<file path="config.mk">
export PLATFORM = sky130hd
export DESIGN_NAME = crm_charger_regs
export DESIGN_NICKNAME = d
export VERILOG_FILES = /design/src/hw/crm_pkg.sv /design/src/hw/crm_charger_regs.sv
export VERILOG_INCLUDE_DIRS = /design/src /design/src/hw
export SDC_FILE = /design/constraint.sdc
export NUM_CORES = 1
export LEC_CHECK = 0
export BUFFER_PORTS_ARGS = -buffer_cell sky130_fd_sc_hd__buf_2
export CORE_MARGIN = 3
export CORE_UTILIZATION = 30
export DETAILED_ROUTE_END_ITERATION = 8
export SYNTH_ARGS = -nofsm -noshare
export SYNTH_HDL_FRONTEND = slang
export SYNTH_SLANG_ARGS = --single-unit
</file>
<file path="constraint.sdc">
create_clock -name i_sys_clk -period 4.3 [get_ports i_sys_clk]
set_clock_uncertainty 0.15 [all_clocks]
set_input_delay 0.86 -clock i_sys_clk [delete_from_list [all_inputs] [get_ports i_sys_clk]]
set_output_delay 0.86 -clock i_sys_clk [all_outputs]
set_load 0.05 [all_outputs]
</file>
<file path="src/hw/crm_regs.svh">
`ifndef CRM_REGS_SVH
`define CRM_REGS_SVH

`define CRM_IDX_RECHARGE 8'h07
`define CRM_IDX_MONITOR 8'h10
`define CRM_IDX_IRQ_STATUS 8'h20
`define CRM_IDX_IRQ_ENABLE 8'h21
`define CRM_IDX_IRQ_CLEAR 8'h22
`define CRM_ADDR_RECHARGE 12'h01c
`define CRM_ADDR_MONITOR 12'h040
`define CRM_ADDR_IRQ_STATUS 12'h080
`define CRM_ADDR_IRQ_ENABLE 12'h084
`define CRM_ADDR_IRQ_CLEAR 12'h088
`define CRM_RECHARGE_RESET 2'h1
`define CRM_DATA_W 32
`define CRM_ADDR_W 12
`define CRM_LANE_W 8
`define CRM_LANE0 0
`define CRM_RECHARGE_W 2
`define CRM_MON_W 8
`define CRM_MON_RESET 8'h00

`endif

</file>
<file path="src/hw/crm_pkg.sv">
package crm_pkg;
    typedef struct packed {
        logic term_below;
        logic bat_above_short;
        logic trickle_on;
        logic hot;
        logic charge_loop_released;
        logic input_limit_released;
        logic input_valid;
        logic cv_phase;
    } crm_monitor_s;

    typedef enum logic [1:0] {
        CRM_DROP_50MV,
        CRM_DROP_100MV,
        CRM_DROP_150MV,
        CRM_DROP_200MV
    } crm_drop_e;
endpackage : crm_pkg

</file>
<file path="src/hw/crm_charger_regs.sv">
// Operation
// - Two-bit recharge drop select field, low bits
// - Recharge register resets to 0x01
// - Bit 7 shows termination comparator
// - Bit 6 shows battery short comparator
// - Bit 2 shows input limit released
// - Bit 1 shows input validity
// - Bit 0 shows constant voltage phase
`timescale 1ns/1ns
`include "crm_regs.svh"

// One sticky status bit; set beats clear in one cycle
module crm_sticky_bit (
    input wire logic i_sys_clk,
    input wire logic i_resetn,
    input wire logic i_set,
    input wire logic i_clear,
    output logic o_status
);
    logic status_ff;

    wire nxt_status = i_set | (status_ff & ~i_clear);

    always_ff @(posedge i_sys_clk) begin
        if (!i_resetn) begin
            status_ff <= 1'b0;
        end else begin
            status_ff <= nxt_status;
        end
    end

    assign o_status = status_ff;
endmodule : crm_sticky_bit

// Software register with write enable and reset value
module crm_field_reg #(
    parameter int WIDTH = `CRM_LANE_W,
    parameter logic [WIDTH-1:0] RESET = '0
) (
    input wire logic i_sys_clk,
    input wire logic i_resetn,
    input wire logic i_wr,
    input wire logic [WIDTH-1:0] i_wdata,
    output logic [WIDTH-1:0] o_value
);
    logic [WIDTH-1:0] value_ff;

    if (WIDTH < 1) begin : g_width_check
        $error("crm_field_reg: WIDTH must be at least one");
    end

    always_ff @(posedge i_sys_clk) begin
        if (!i_resetn) begin
            value_ff <= RESET;
        end else if (i_wr) begin
            value_ff <= i_wdata;
        end
    end

    assign o_value = value_ff;
endmodule : crm_field_reg

// Full address compare for one register slot
module crm_addr_hit #(
    parameter int ADDR_W = `CRM_ADDR_W,
    parameter logic [ADDR_W-1:0] MATCH = '0
) (
    input wire logic [ADDR_W-1:0] i_paddr,
    output logic o_hit
);
    assign o_hit = i_paddr == MATCH;
endmodule : crm_addr_hit

module crm_charger_regs
    import crm_pkg::*;
#(
    parameter int DATA_W = `CRM_DATA_W,
    parameter int ADDR_W = `CRM_ADDR_W
) (
    input wire logic i_sys_clk,
    input wire logic i_resetn,
    input wire logic i_psel,
    input wire logic i_penable,
    input wire logic i_pwrite,
    input wire logic [ADDR_W-1:0] i_paddr,
    input wire logic [DATA_W-1:0] i_pwdata,
    input wire logic [DATA_W/`CRM_LANE_W-1:0] i_pstrb,
    input wire logic i_charge_mode,
    input wire crm_monitor_s i_monitor,
    output logic [DATA_W-1:0] o_prdata,
    output logic o_pready,
    output logic o_pslverr,
    output crm_drop_e o_recharge_drop_select,
    output logic o_irq
);
    localparam int LANE_W = `CRM_LANE_W;
    localparam int MON_W = `CRM_MON_W;
    localparam int DROP_W = `CRM_RECHARGE_W;

    // Map and lane decode assume one 32-bit word per register
    if (DATA_W != `CRM_DATA_W) begin : g_data_w_check
        $error("crm_charger_regs: only a 32-bit data bus is served");
    end
    if (ADDR_W < `CRM_ADDR_W) begin : g_addr_w_check
        $error("crm_charger_regs: ADDR_W too narrow for the register map");
    end
    if (MON_W > LANE_W) begin : g_mon_w_check
        $error("crm_charger_regs: monitor word must fit in byte lane 0");
    end

    logic [DATA_W-1:0] prdata_ff;
    logic pready_ff;
    logic pslverr_ff;
    logic [DROP_W-1:0] recharge_q;
    logic [MON_W-1:0] irq_enable_q;
    logic [MON_W-1:0] irq_status;
    crm_monitor_s monitor_ff;
    crm_monitor_s mon_prev_ff;
    crm_monitor_s mon_idle;
    logic irq_ff;
    logic hit_rch;
    logic hit_mon;
    logic hit_sts;
    logic hit_ena;
    logic hit_clr;

    // No wait state: pready rises in the first access cycle
    wire bus_setup = i_psel && !i_penable;
    wire bus_write = bus_setup && i_pwrite;
    wire bus_read = bus_setup && !i_pwrite;
    wire lane0_on = i_pstrb[`CRM_LANE0];

    // Full compare, so aliases of a register answer with an error
    crm_addr_hit #(
        .ADDR_W(ADDR_W),
        .MATCH(ADDR_W'(`CRM_ADDR_RECHARGE))
    ) u_hit_rch (
        .i_paddr(i_paddr),
        .o_hit(hit_rch)
    );

    crm_addr_hit #(
        .ADDR_W(ADDR_W),
        .MATCH(ADDR_W'(`CRM_ADDR_MONITOR))
    ) u_hit_mon (
        .i_paddr(i_paddr),
        .o_hit(hit_mon)
    );

    crm_addr_hit #(
        .ADDR_W(ADDR_W),
        .MATCH(ADDR_W'(`CRM_ADDR_IRQ_STATUS))
    ) u_hit_sts (
        .i_paddr(i_paddr),
        .o_hit(hit_sts)
    );

    crm_addr_hit #(
        .ADDR_W(ADDR_W),
        .MATCH(ADDR_W'(`CRM_ADDR_IRQ_ENABLE))
    ) u_hit_ena (
        .i_paddr(i_paddr),
        .o_hit(hit_ena)
    );

    crm_addr_hit #(
        .ADDR_W(ADDR_W),
        .MATCH(ADDR_W'(`CRM_ADDR_IRQ_CLEAR))
    ) u_hit_clr (
        .i_paddr(i_paddr),
        .o_hit(hit_clr)
    );

    wire mapped = hit_rch | hit_mon | hit_sts | hit_ena | hit_clr;
    wire unmapped = !mapped;

    // Writes land at the setup edge; a low lane 0 strobe drops them
    wire wr_ok = bus_write && mapped && lane0_on;
    wire wr_rch = wr_ok && hit_rch;
    wire wr_ena = wr_ok && hit_ena;
    wire wr_clr = wr_ok && hit_clr;
    // Monitor and status get no write strobe at all
    wire wr_mon_dropped = wr_ok && hit_mon;
    wire [LANE_W-1:0] wdata_lane0 = i_pwdata[LANE_W-1:0];
    wire [DROP_W-1:0] wdata_drop = wdata_lane0[DROP_W-1:0];
    wire [MON_W-1:0] wdata_mon = wdata_lane0[MON_W-1:0];

    // Outside charge mode the flags mean nothing; hold them low
    assign mon_idle = `CRM_MON_RESET;
    wire crm_monitor_s nxt_monitor = i_charge_mode ? i_monitor : mon_idle;
    wire [MON_W-1:0] mon_bits = monitor_ff;
    wire [MON_W-1:0] mon_prev_bits = mon_prev_ff;

    // Any change of a live flag in charge mode is an event
    wire [MON_W-1:0] mode_mask = {MON_W{i_charge_mode}};
    wire [MON_W-1:0] events = (mon_bits ^ mon_prev_bits) & mode_mask;
    wire [MON_W-1:0] clr_bits = wr_clr ? wdata_mon : '0;
    // Set beats clear when both land in one cycle
    wire [MON_W-1:0] nxt_irq_status = (irq_status & ~clr_bits) | events;
    wire [MON_W-1:0] irq_pending = nxt_irq_status & irq_enable_q;
    wire nxt_irq = |irq_pending;

    // Upper bits of every register read as zero
    wire [DATA_W-1:0] rd_rch = DATA_W'(recharge_q);
    wire [DATA_W-1:0] rd_mon = DATA_W'(mon_bits);
    wire [DATA_W-1:0] rd_sts = DATA_W'(irq_status);
    wire [DATA_W-1:0] rd_ena = DATA_W'(irq_enable_q);
    // Clear register is write-only and reads back as zero
    wire [DATA_W-1:0] rd_data =
        hit_rch ? rd_rch :
        hit_mon ? rd_mon :
        hit_sts ? rd_sts :
        hit_ena ? rd_ena : '0;
    wire [DATA_W-1:0] nxt_prdata = bus_read ? rd_data : '0;
    wire nxt_pready = bus_setup;
    wire nxt_pslverr = bus_setup && unmapped;

    crm_field_reg #(
        .WIDTH(DROP_W),
        .RESET(`CRM_RECHARGE_RESET)
    ) u_recharge (
        .i_sys_clk(i_sys_clk),
        .i_resetn(i_resetn),
        .i_wr(wr_rch),
        .i_wdata(wdata_drop),
        .o_value(recharge_q)
    );

    crm_field_reg #(
        .WIDTH(MON_W),
        .RESET(`CRM_MON_RESET)
    ) u_irq_enable (
        .i_sys_clk(i_sys_clk),
        .i_resetn(i_resetn),
        .i_wr(wr_ena),
        .i_wdata(wdata_mon),
        .o_value(irq_enable_q)
    );

    for (genvar b = 0; b < MON_W; b++) begin : g_status
        crm_sticky_bit u_bit (
            .i_sys_clk(i_sys_clk),
            .i_resetn(i_resetn),
            .i_set(events[b]),
            .i_clear(clr_bits[b]),
            .o_status(irq_status[b])
        );
    end

    always_ff @(posedge i_sys_clk) begin
        if (!i_resetn) begin
            prdata_ff <= '0;
        end else begin
            prdata_ff <= nxt_prdata;
        end
    end

    always_ff @(posedge i_sys_clk) begin
        if (!i_resetn) begin
            pready_ff <= 1'b0;
        end else begin
            pready_ff <= nxt_pready;
        end
    end

    always_ff @(posedge i_sys_clk) begin
        if (!i_resetn) begin
            pslverr_ff <= 1'b0;
        end else begin
            pslverr_ff <= nxt_pslverr;
        end
    end

    // Bit order in the struct fixes bits 7..0 of the monitor word
    always_ff @(posedge i_sys_clk) begin
        if (!i_resetn) begin
            monitor_ff <= mon_idle;
        end else begin
            monitor_ff <= nxt_monitor;
        end
    end

    // Previous copy feeds the change detector; reads never clear it
    always_ff @(posedge i_sys_clk) begin
        if (!i_resetn) begin
            mon_prev_ff <= mon_idle;
        end else begin
            mon_prev_ff <= monitor_ff;
        end
    end

    // Interrupt follows next status, one cycle after the event
    always_ff @(posedge i_sys_clk) begin
        if (!i_resetn) begin
            irq_ff <= 1'b0;
        end else begin
            irq_ff <= nxt_irq;
        end
    end

    assign o_prdata = prdata_ff;
    assign o_pready = pready_ff;
    assign o_pslverr = pslverr_ff;
    assign o_recharge_drop_select = crm_drop_e'(recharge_q);
    assign o_irq = irq_ff;
endmodule : crm_charger_regs

</file>
== Yosys cells after proc, flatten, opt, wreduce, memory -nomap -nowiden ==
Index checks and enable logic that the tools add are counted.
Storage, ports and cells
  bits in registers: 69
  input bits: 62
  output and inout port bits: 37
Cells by class
  equality and inequality tests: 5
  muxes and demuxes: 5
  bitwise logic cells: 36
  reductions and logical operators: 17
Operators with widths (count)
  $eq A12 B8 Y1 const B: 3
  $mux W8: 4
  $and A8 B8 Y8: 3
  $eq A12 B5 Y1 const B: 1
  $eq A12 B7 Y1 const B: 1
  $or A1 B1 Y1: 12
  $not A1 Y1: 10
  $logic_and A1 B1 Y1: 9
  $and A1 B1 Y1: 8
  $not A8 Y8: 1
  $or A8 B8 Y8: 1
  $reduce_or A8 Y1: 1
  $xor A8 B8 Y8: 1
  $reduce_or A5 Y1: 1
  $reduce_and A2 Y1: 2
  $logic_not A1 Y1: 3
  $reduce_or A3 Y1: 1
  $mux W2: 1

== Depth between registers and ports, before layout ==
Gate-level depths: netlist of run 1.
  depth in word-level cells: 14
  depth in mapped cells: 7
  gate-level depth less buffers: 6

== Modules after synthesis ==
From an unflattened synthesis of run 1, not the netlist that was laid out.
Second synthesis, totals
  cell total of the unflattened synthesis: 242
  area, all modules: 2294.7 µm²
By module, submodules not included
  crm_charger_regs: times used 1, cells each 167, area each 1440.1 µm², seq. area each 540.5 µm²
  crm_sticky_bit: times used 8, cells each 3, area each 41.3 µm², seq. area each 20.0 µm²
  crm_field_reg (u_irq_enable): times used 1, cells each 25, area each 301.5 µm², seq. area each 160.2 µm²
  crm_field_reg (u_recharge): times used 1, cells each 6, area each 70.1 µm², seq. area each 40.0 µm²
  crm_addr_hit (u_hit_clr ...): times used 2, cells each 4, area each 30.0 µm², seq. area each 0.0 µm²
  crm_addr_hit (u_hit_mon ...): times used 2, cells each 4, area each 27.5 µm², seq. area each 0.0 µm²
  crm_addr_hit (u_hit_rch): times used 1, cells each 4, area each 37.5 µm², seq. area each 0.0 µm²

== Worst setup path before layout of run 1 ==
OpenSTA, ideal clock, no wires.
  path type: input -> register
  from: in i_paddr[10]
  to: reg u_irq_enable.value_ff[0] (netlist: u_irq_enable.o_value[0])
  setup time: 116 ps
  arrival time: 2235 ps
  data required time: 4034 ps
  slack: 1799 ps
  cell stages on the path: 7
  cell sequence: nor4_2 > nand2_1 > nor4_4 > and2_1 > buf_6 > mux2i_1 > nor2b_1
Between the ends
  word-level cells in the longest chain between the ends: 8
  elaborated cells on any way between the ends: 12
RTL lines
  start: declaration: RTL line crm_charger_regs.sv:85  | input wire logic [ADDR_W-1:0] i_paddr,
  $eq A12 B5 Y1 / $eq A12 B7 Y1 (equally long branches): RTL line crm_charger_regs.sv:71  | assign o_hit = i_paddr == MATCH;
  $or A1 B1 Y1 (4 in a row): RTL line crm_charger_regs.sv:174  | wire mapped = hit_rch | hit_mon | hit_sts | hit_ena | hit_clr;
  $logic_and A1 B1 Y1 (2 in a row): RTL line crm_charger_regs.sv:178  | wire wr_ok = bus_write && mapped && lane0_on;
  $logic_and A1 B1 Y1 (*): RTL line crm_charger_regs.sv:180  | wire wr_ena = wr_ok && hit_ena;
  end signal: assignment: RTL line crm_charger_regs.sv:56  | value_ff <= i_wdata;
  end: declaration: RTL line crm_charger_regs.sv:46  | logic [WIDTH-1:0] value_ff;
Every way passes the cells marked *; elsewhere a longest branch is shown, timed or not.
A chain may end at the register's enable or synchronous reset.

== Final worst setup path of run 1 ==
Same ends and word-level chain as after synthesis.

==> results of run 1 <==
[power groups by stage]
stage	Combinational, mW	Clock (mW)	Sequential (mW)
2_1_floorplan	0.0927	0	0.443
3_3_place_gp	0.105	0	0.441
3_5_place_dp	0.106	0	0.442
4_1_cts	0.106	0.339	0.432
5_1_grt	0.116	0.356	0.433
6_report	0.106	0.330	0.432
[metrics by stage]
stage          utilization  setup slack (ps)  hold WS (ps)  instance area (um2)
2_1_floorplan            -              1800           296                 2100
3_3_place_gp         0.346              1090           324                 2220
3_5_place_dp         0.346              1040           328                 2220
4_1_cts              0.364              1340           339                 2340
5_1_grt              0.364              1230           375                 2340
6_report             0.364              1340           329                 2340
[registers in the layout, summed over array words and instances, names as in the netlist]
| register | flops |
|---|---|
| u_irq_enable.o_value | 8 |
| mon_bits | 8 |
| o_pslverr | 1 |
| o_prdata | 8 |
| u_recharge.o_value | 2 |
| o_irq | 1 |
| o_pready | 1 |
| mon_prev_bits | 8 |
| g_status.u_bit.o_status | 8 |
[layout by cell type (no fill, tap or decap), drive strengths merged, types with 6 or more instances in the layout]
cell type  count
buf           47
dfxtp         45
conb          24
nand2         20
nor2          17
and2          13
a21oi          8
mux2i          8
nor2b          8
and3           8
clkbuf         7
o21ai          6
a222oi         6
nor4           6
[metal layers]
| layer | vias up | part of all wire |
|---|---|---|
| li1 | 815 | - |
| met1 | 731 | 0.43 |
| met2 | 55 | 0.49 |
| met3 | 6 | 0.061 |
| met4 | 0 | 0.013 |
| met5 | - | 0 |
[area by class of cell]
type	instances	area share
clock inverters	1	0.0128
clock buffers	7	0.0369
flip-flops and latches	45	0.385
inverters	3	0.00482
multi-input cells	163	0.418
well taps	77	0.0412
repair buffers	47	0.101
[critical path: cells and delay by family]
kind | cells | cell delay [ps]
buffers and inverters | 1 | 100
multiplexers | 1 | 280
AND/OR/NAND/NOR | 5 | 1760
[path summary, 6_finish.rpt]
check                       endpoint  depth (start not counted)
max          u_irq_enable.o_value[0]                          7
min                      o_prdata[1]                          2
max reg2reg                    o_irq                          6
min reg2reg              o_prdata[1]                          2
[cell families (layout without fill, tap and decap cells)]
| family | Yosys count | after routing | synth area share |
|---|---|---|---|
| XOR/XNOR | 8 | 8 | 0.0348 |
| other | 1 | 24 | 0.00186 |
| AND/OR/NAND/NOR | 87 | 87 | 0.243 |
| AO/OA/AOI/OAI | 36 | 36 | 0.123 |
| flip-flops | 45 | 45 | 0.447 |
| multiplexers | 8 | 8 | 0.0398 |
| buffers and inverters | 33 | 58 | 0.110 |
==> results by group, run 1 <==
Status
  • Status: completed

Clocking
  • Clk slew on worst S/H paths: 90 ps
  • Skew-Pair Late Insertion Delay: 300 ps
  • Clk root buf: clkbuf_8
  • Clk sinks: 45
  • Cts hold-fix bufs: 0
  • Post-CTS Resized: 0
  • CTS tree: done
  • CTS Buf Count: 5
  • Clk buf depth: 2
  • H-tree depth: 2
  • Post-CTS Setup Repair Bufs: 0

Yosys
  • Mean Syn Cell Area: 9.23 um2
  • Post-synth top flop: dfxtp_1
  • Area leader, netlist: dfxtp_1
  • Syn Std Cell Area: 2010 um2
  • Async S/R FF share, synth: 0
  • Synth top area cells: dfxtp_1, buf_4, and2_1
  • Most frequent cell after synthesis: dfxtp_1
  • #FFs+latches synth: 45
  • Post-synth top area share: 0.447
  • Distinct cell type count after synthesis: 35
  • Synth cell count leaders: dfxtp_1, buf_4, nand2_1
  • Cells after synthesis: 218
  • Number of synthesized flops with an enable pin: 0
  • Synth warn: 0
  • Share of the yosys chip area belonging to registers: 0.447

Die
  • Chip width: 87.9 um
  • Core Region: 6420 um2
  • Initial Utilization: 0.313
  • Die area: 7730 um2
  • Die H: 87.9 um
  • I/O pin cnt: 99
  • Std-Cell Rows: 29

Timing
  • RSZ-0062 raised after global routing: false
  • Minimum clock period: 2960 ps
  • Setup_tns: 0 ps
  • Tcrit/Tclk final: 0.688
  • Slew @ Worst Pin: 947 ps
  • Fin. Hold Viols: 0
  • Slew headroom: 0.363
  • Setup-failing EPs final: 0
  • Max Freq: 0.338 GHz
  • Max Slew Vio Count: 0

Finish
  • Diode count: 0
  • Multi-input gate area: 977 um2
  • Reg area: 901 um2
  • Total of fill cells in the finished design: 672
  • Nets: 327
  • Share of cells above drive strength 1: 0.218
  • Layout area overhead: 16.1%
  • Fin cells: 343

Critical path
  • Type of origin of the critical path: input pin
  • Type of the worst setup path: in -> reg
  • Worst EP arrival: 3000 ps
  • Max FO, Critical Path: 9
  • Worst R2R Start: mon_bits[4]
  • Crit path required time: 4340 ps
  • R2r setup slk: 2730 ps
  • CP max stage delay: 590 ps
  • Crit-path slowest cell: and2_1
  • Worst Setup SP: i_paddr[10]
  • Crit end category: flip-flop
  • Worst path cell trace: buf_2 > nor4_2 > nand2_1 > nor4_4 > and2_1 > mux2i_1 > nor2b_1

Routing
  • 1st-iter DRT viols: 122
  • Avg WL per Cell: 13.4 um
  • DR vias/cell: 4.69
  • Drt first pass iters: 4
  • Post-Route WL: 4.60 mm
  • Via count: 1607
  • Number of remaining DRC errors: 0
  • Antenna-violating nets left: 0

Global routing
  • Global-route wire length before repair: 7.42 mm
  • Met1 usage: 0.146
  • Met2 usage: 0.214
  • Grt met3 use: 0.0329
  • Largest net degree at the start of global routing: 37
  • GR peak layer: met2
  • Number of global-route vias before repair: 1538
  • Initial antenna violation count: 0
  • Grt ovf: 0
  • All-layer global routing usage: 0.123

Pwr
  • Maximum vdd ir drop: 0.000125 V
  • Comb pwr share: 0.122
  • Sequential Power Share: 0.497
  • Clock network power share: 0.380
  • Cell-internal power: 643 uW
  • NetSw: 226 uW
  • LEAKAGE: 0.981 nW
  • Power Dens Cells: 372 nW/um2
  • Net Sw Frac: 0.260
  • Overall power: 869 uW

Hold path
  • Hold_sp: u_irq_enable.o_value[1]
  • Tightest Hold Check Type: reg -> reg

Run
  • Maxcap violations: 0

Placement
  • Dpl hpwl: 3.35 mm
  • Gpl congestion: 0.731
  • Placed insts: 335
  • I/O Buffers: 47
Note: power is estimated with default switching activity, not from simulation.
==> run 2, diff against run 1 <==
==> constraint.sdc (replaced) <==
create_clock -name i_sys_clk -period 2.78 [get_ports i_sys_clk]
set_clock_uncertainty 0.15 [all_clocks]
set_input_delay 0.556 -clock i_sys_clk [delete_from_list [all_inputs] [get_ports i_sys_clk]]
set_output_delay 0.556 -clock i_sys_clk [all_outputs]
set_load 0.05 [all_outputs]
==> run 2 against run 1 <==
Critical endpoint is now o_irq. Flip-flop and latch count stayed put. First-iteration DRC count is 8.2% higher. Final cell count is 1.5% higher. Worst hold slack better by 3.9 ps. Clock-buffer cell count stayed put. Core utilization is 0.23 points higher.
==> results by group, run 2 (synthesized netlist as in run 1, its figures left out) <==
Die
  • Std-Cell Rows: 29 (unchanged)
  • Die area: 7730 um2 (unchanged)
  • I/O pin cnt: 99 (unchanged)
  • Die H: 87.9 um (unchanged)
  • Chip width: 87.9 um (unchanged)
  • Initial Utilization: 0.313 (unchanged)
  • Core Region: 6420 um2 (unchanged)

Critical path
  • Type of origin of the critical path: input pin (unchanged)
  • Max FO, Critical Path: 6 (was 9)
  • Worst EP arrival: 2210 ps (was 3000 ps)
  • Crit-path slowest cell: or3b_4 (was and2_1)
  • Crit path required time: 2790 ps (was 4340 ps)
  • Crit end category: flip-flop (unchanged)
  • Crit path max-delay family: simple AND/OR/NAND/NOR gates (unchanged)
  • CP max stage delay: 430 ps (was 590 ps)
  • Buffers & Inverters on Critical Path: 1 (unchanged)
  • Worst path cell trace: buf_2 > or3b_4 > nor3b_1 > and4_1 > a31oi_1 > a221oi_1 > a21boi_0 (was buf_2 > nor4_2 > nand2_1 > nor4_4 > and2_1 > mux2i_1 > nor2b_1)
  • Type of the worst setup path: in -> reg (unchanged)

Clocking
  • Clk slew on worst S/H paths: 80 ps (was 90 ps)
  • Clk root buf: clkbuf_8 (unchanged)
  • Skew-Pair Late Insertion Delay: 290 ps (was 300 ps)
  • Clk buf depth: 2 (unchanged)
  • CTS tree: done (unchanged)
  • CTS Buf Count: 5 (unchanged)
  • Post-CTS Setup Repair Bufs: 0 (unchanged)
  • Cts hold-fix bufs: 0 (unchanged)
  • Clk sinks: 45 (unchanged)
  • Post-CTS Resized: 0 (unchanged)
  • H-tree depth: 2 (unchanged)

Run
  • Maxcap violations: 0 (unchanged)

Finish
  • Layout area overhead: 16.8% (was 16.1%)
  • Leading cell type in the layout, fill and taps excluded: buf_2 (unchanged)
  • Share of cells above drive strength 1: 0.232 (was 0.218)
  • Total of fill cells in the finished design: 687 (was 672)
  • Nets: 333 (was 327)
  • Fin cells: 348 (was 343)
  • Most frequent cells in the layout: buf_2, dfxtp_1, conb_1 (unchanged)
  • Diode count: 0 (unchanged)

Global routing
  • Global-route wire length before repair: 7.26 mm (was 7.42 mm)
  • Grt ovf: 0 (unchanged)
  • Initial antenna violation count: 0 (unchanged)
  • All-layer global routing usage: 0.122 (was 0.123)
  • Largest net degree at the start of global routing: 34 (was 37)
  • Number of global-route vias before repair: 1530 (was 1538)

Placement
  • Gpl congestion: 0.742 (was 0.731)
  • Placed insts: 341 (was 335)
  • I/O Buffers: 47 (unchanged)
  • Dpl hpwl: 3.37 mm (was 3.35 mm)

Routing
  • Number of remaining DRC errors: 0 (unchanged)
  • 1st-iter DRT viols: 132 (was 122)
  • Post-Route WL: 4.56 mm (was 4.60 mm)
  • Avg WL per Cell: 13.1 um (was 13.4 um)
  • Via count: 1602 (was 1607)
  • Antenna-violating nets left: 0 (unchanged)
  • DR vias/cell: 4.60 (was 4.69)
  • Drt first pass iters: 5 (was 4)

Timing
  • Max Slew Vio Count: 0 (unchanged)
  • Minimum clock period: 2200 ps
  • Fin. Hold Viols: 0 (unchanged)
  • Tcrit/Tclk final: 0.792
  • Setup-failing EPs final: 0 (unchanged)
  • RSZ-0062 raised after global routing: false (unchanged)
  • Setup_tns: 0 ps (unchanged)
  • Max Freq: 0.454 GHz

Pwr
  • Maximum vdd ir drop: 0.000144 V (was 0.000125 V)
  • Power Dens Cells: 527 nW/um2 (was 372 nW/um2)
  • LEAKAGE: 0.999 nW (was 0.981 nW)

Hold path
  • Tightest Hold Check Type: reg -> reg (unchanged)

Status
  • Status: completed (unchanged)
[run 2: cell types whose count changed in the layout (fill, tap and decap cells not counted), sizes merged]
cell | previous run | this run
buf | 47 | 53
bufinv | 1 | 0
[run 2: power breakdown]
group | total [mW] | internal (mW) | leakage, nW | switching [mW]
logic | 0.166 | 0.0427 | 0.589 | 0.123
registers | 0.668 | 0.659 | 0.366 | 0.00877
clock network | 0.407 | 0.197 | 0.0443 | 0.209
[run 2: tightest hold or removal path, cell delays in order (launching register included)]
cell and delay, ps:
dfxtp_1 330, nand2_1 60, a21oi_1 50
[run 2: cell type report]
type | count | area (um2) | area share
tap | 77 | 96.3 | 0.0410
clock buffer | 7 | 86.3 | 0.0367
inverter | 3 | 11.3 | 0.00479
sequential | 45 | 901 | 0.383
timing repair buffer | 53 | 280 | 0.119
multi-input combinational | 163 | 977 | 0.415
[run 2: layer usage]
metal / GRT usage / vias up / share of wire / wire (um)
met5: 0 / - / 0 / 0
met4: 0.0321 / 0 / 0.0092 / 42
li1: - / 830 / - / -
met3: 0.0320 / 5 / 0.066 / 302
met2: 0.210 / 51 / 0.48 / 2180
met1: 0.150 / 716 / 0.45 / 2040
[run 2: path summary, 6_finish.rpt]
check        depth (start not counted)  slack, ps          end                     from
max                                  7        580        o_irq               i_paddr[6]
min                                  2        330  o_prdata[1]  u_irq_enable.o_value[1]
max reg2reg                          6       1180        o_irq              mon_bits[4]
min reg2reg                          2        330  o_prdata[1]  u_irq_enable.o_value[1]
[run 2: stage by stage]
stage / cell area [um2] / setup slack (ps) / power, mW / util / hold WS, ps
after floorplan: 2100 / 583 / 0.828 / - / 296
after global placement: 2270 / 229 / 0.847 / 0.353 / 327
after detailed placement: 2270 / 265 / 0.848 / 0.353 / 331
after CTS: 2350 / 578 / 1.25 / 0.366 / 339
after global routing: 2350 / 450 / 1.29 / 0.366 / 345
final: 2350 / 579 / 1.24 / 0.366 / 333
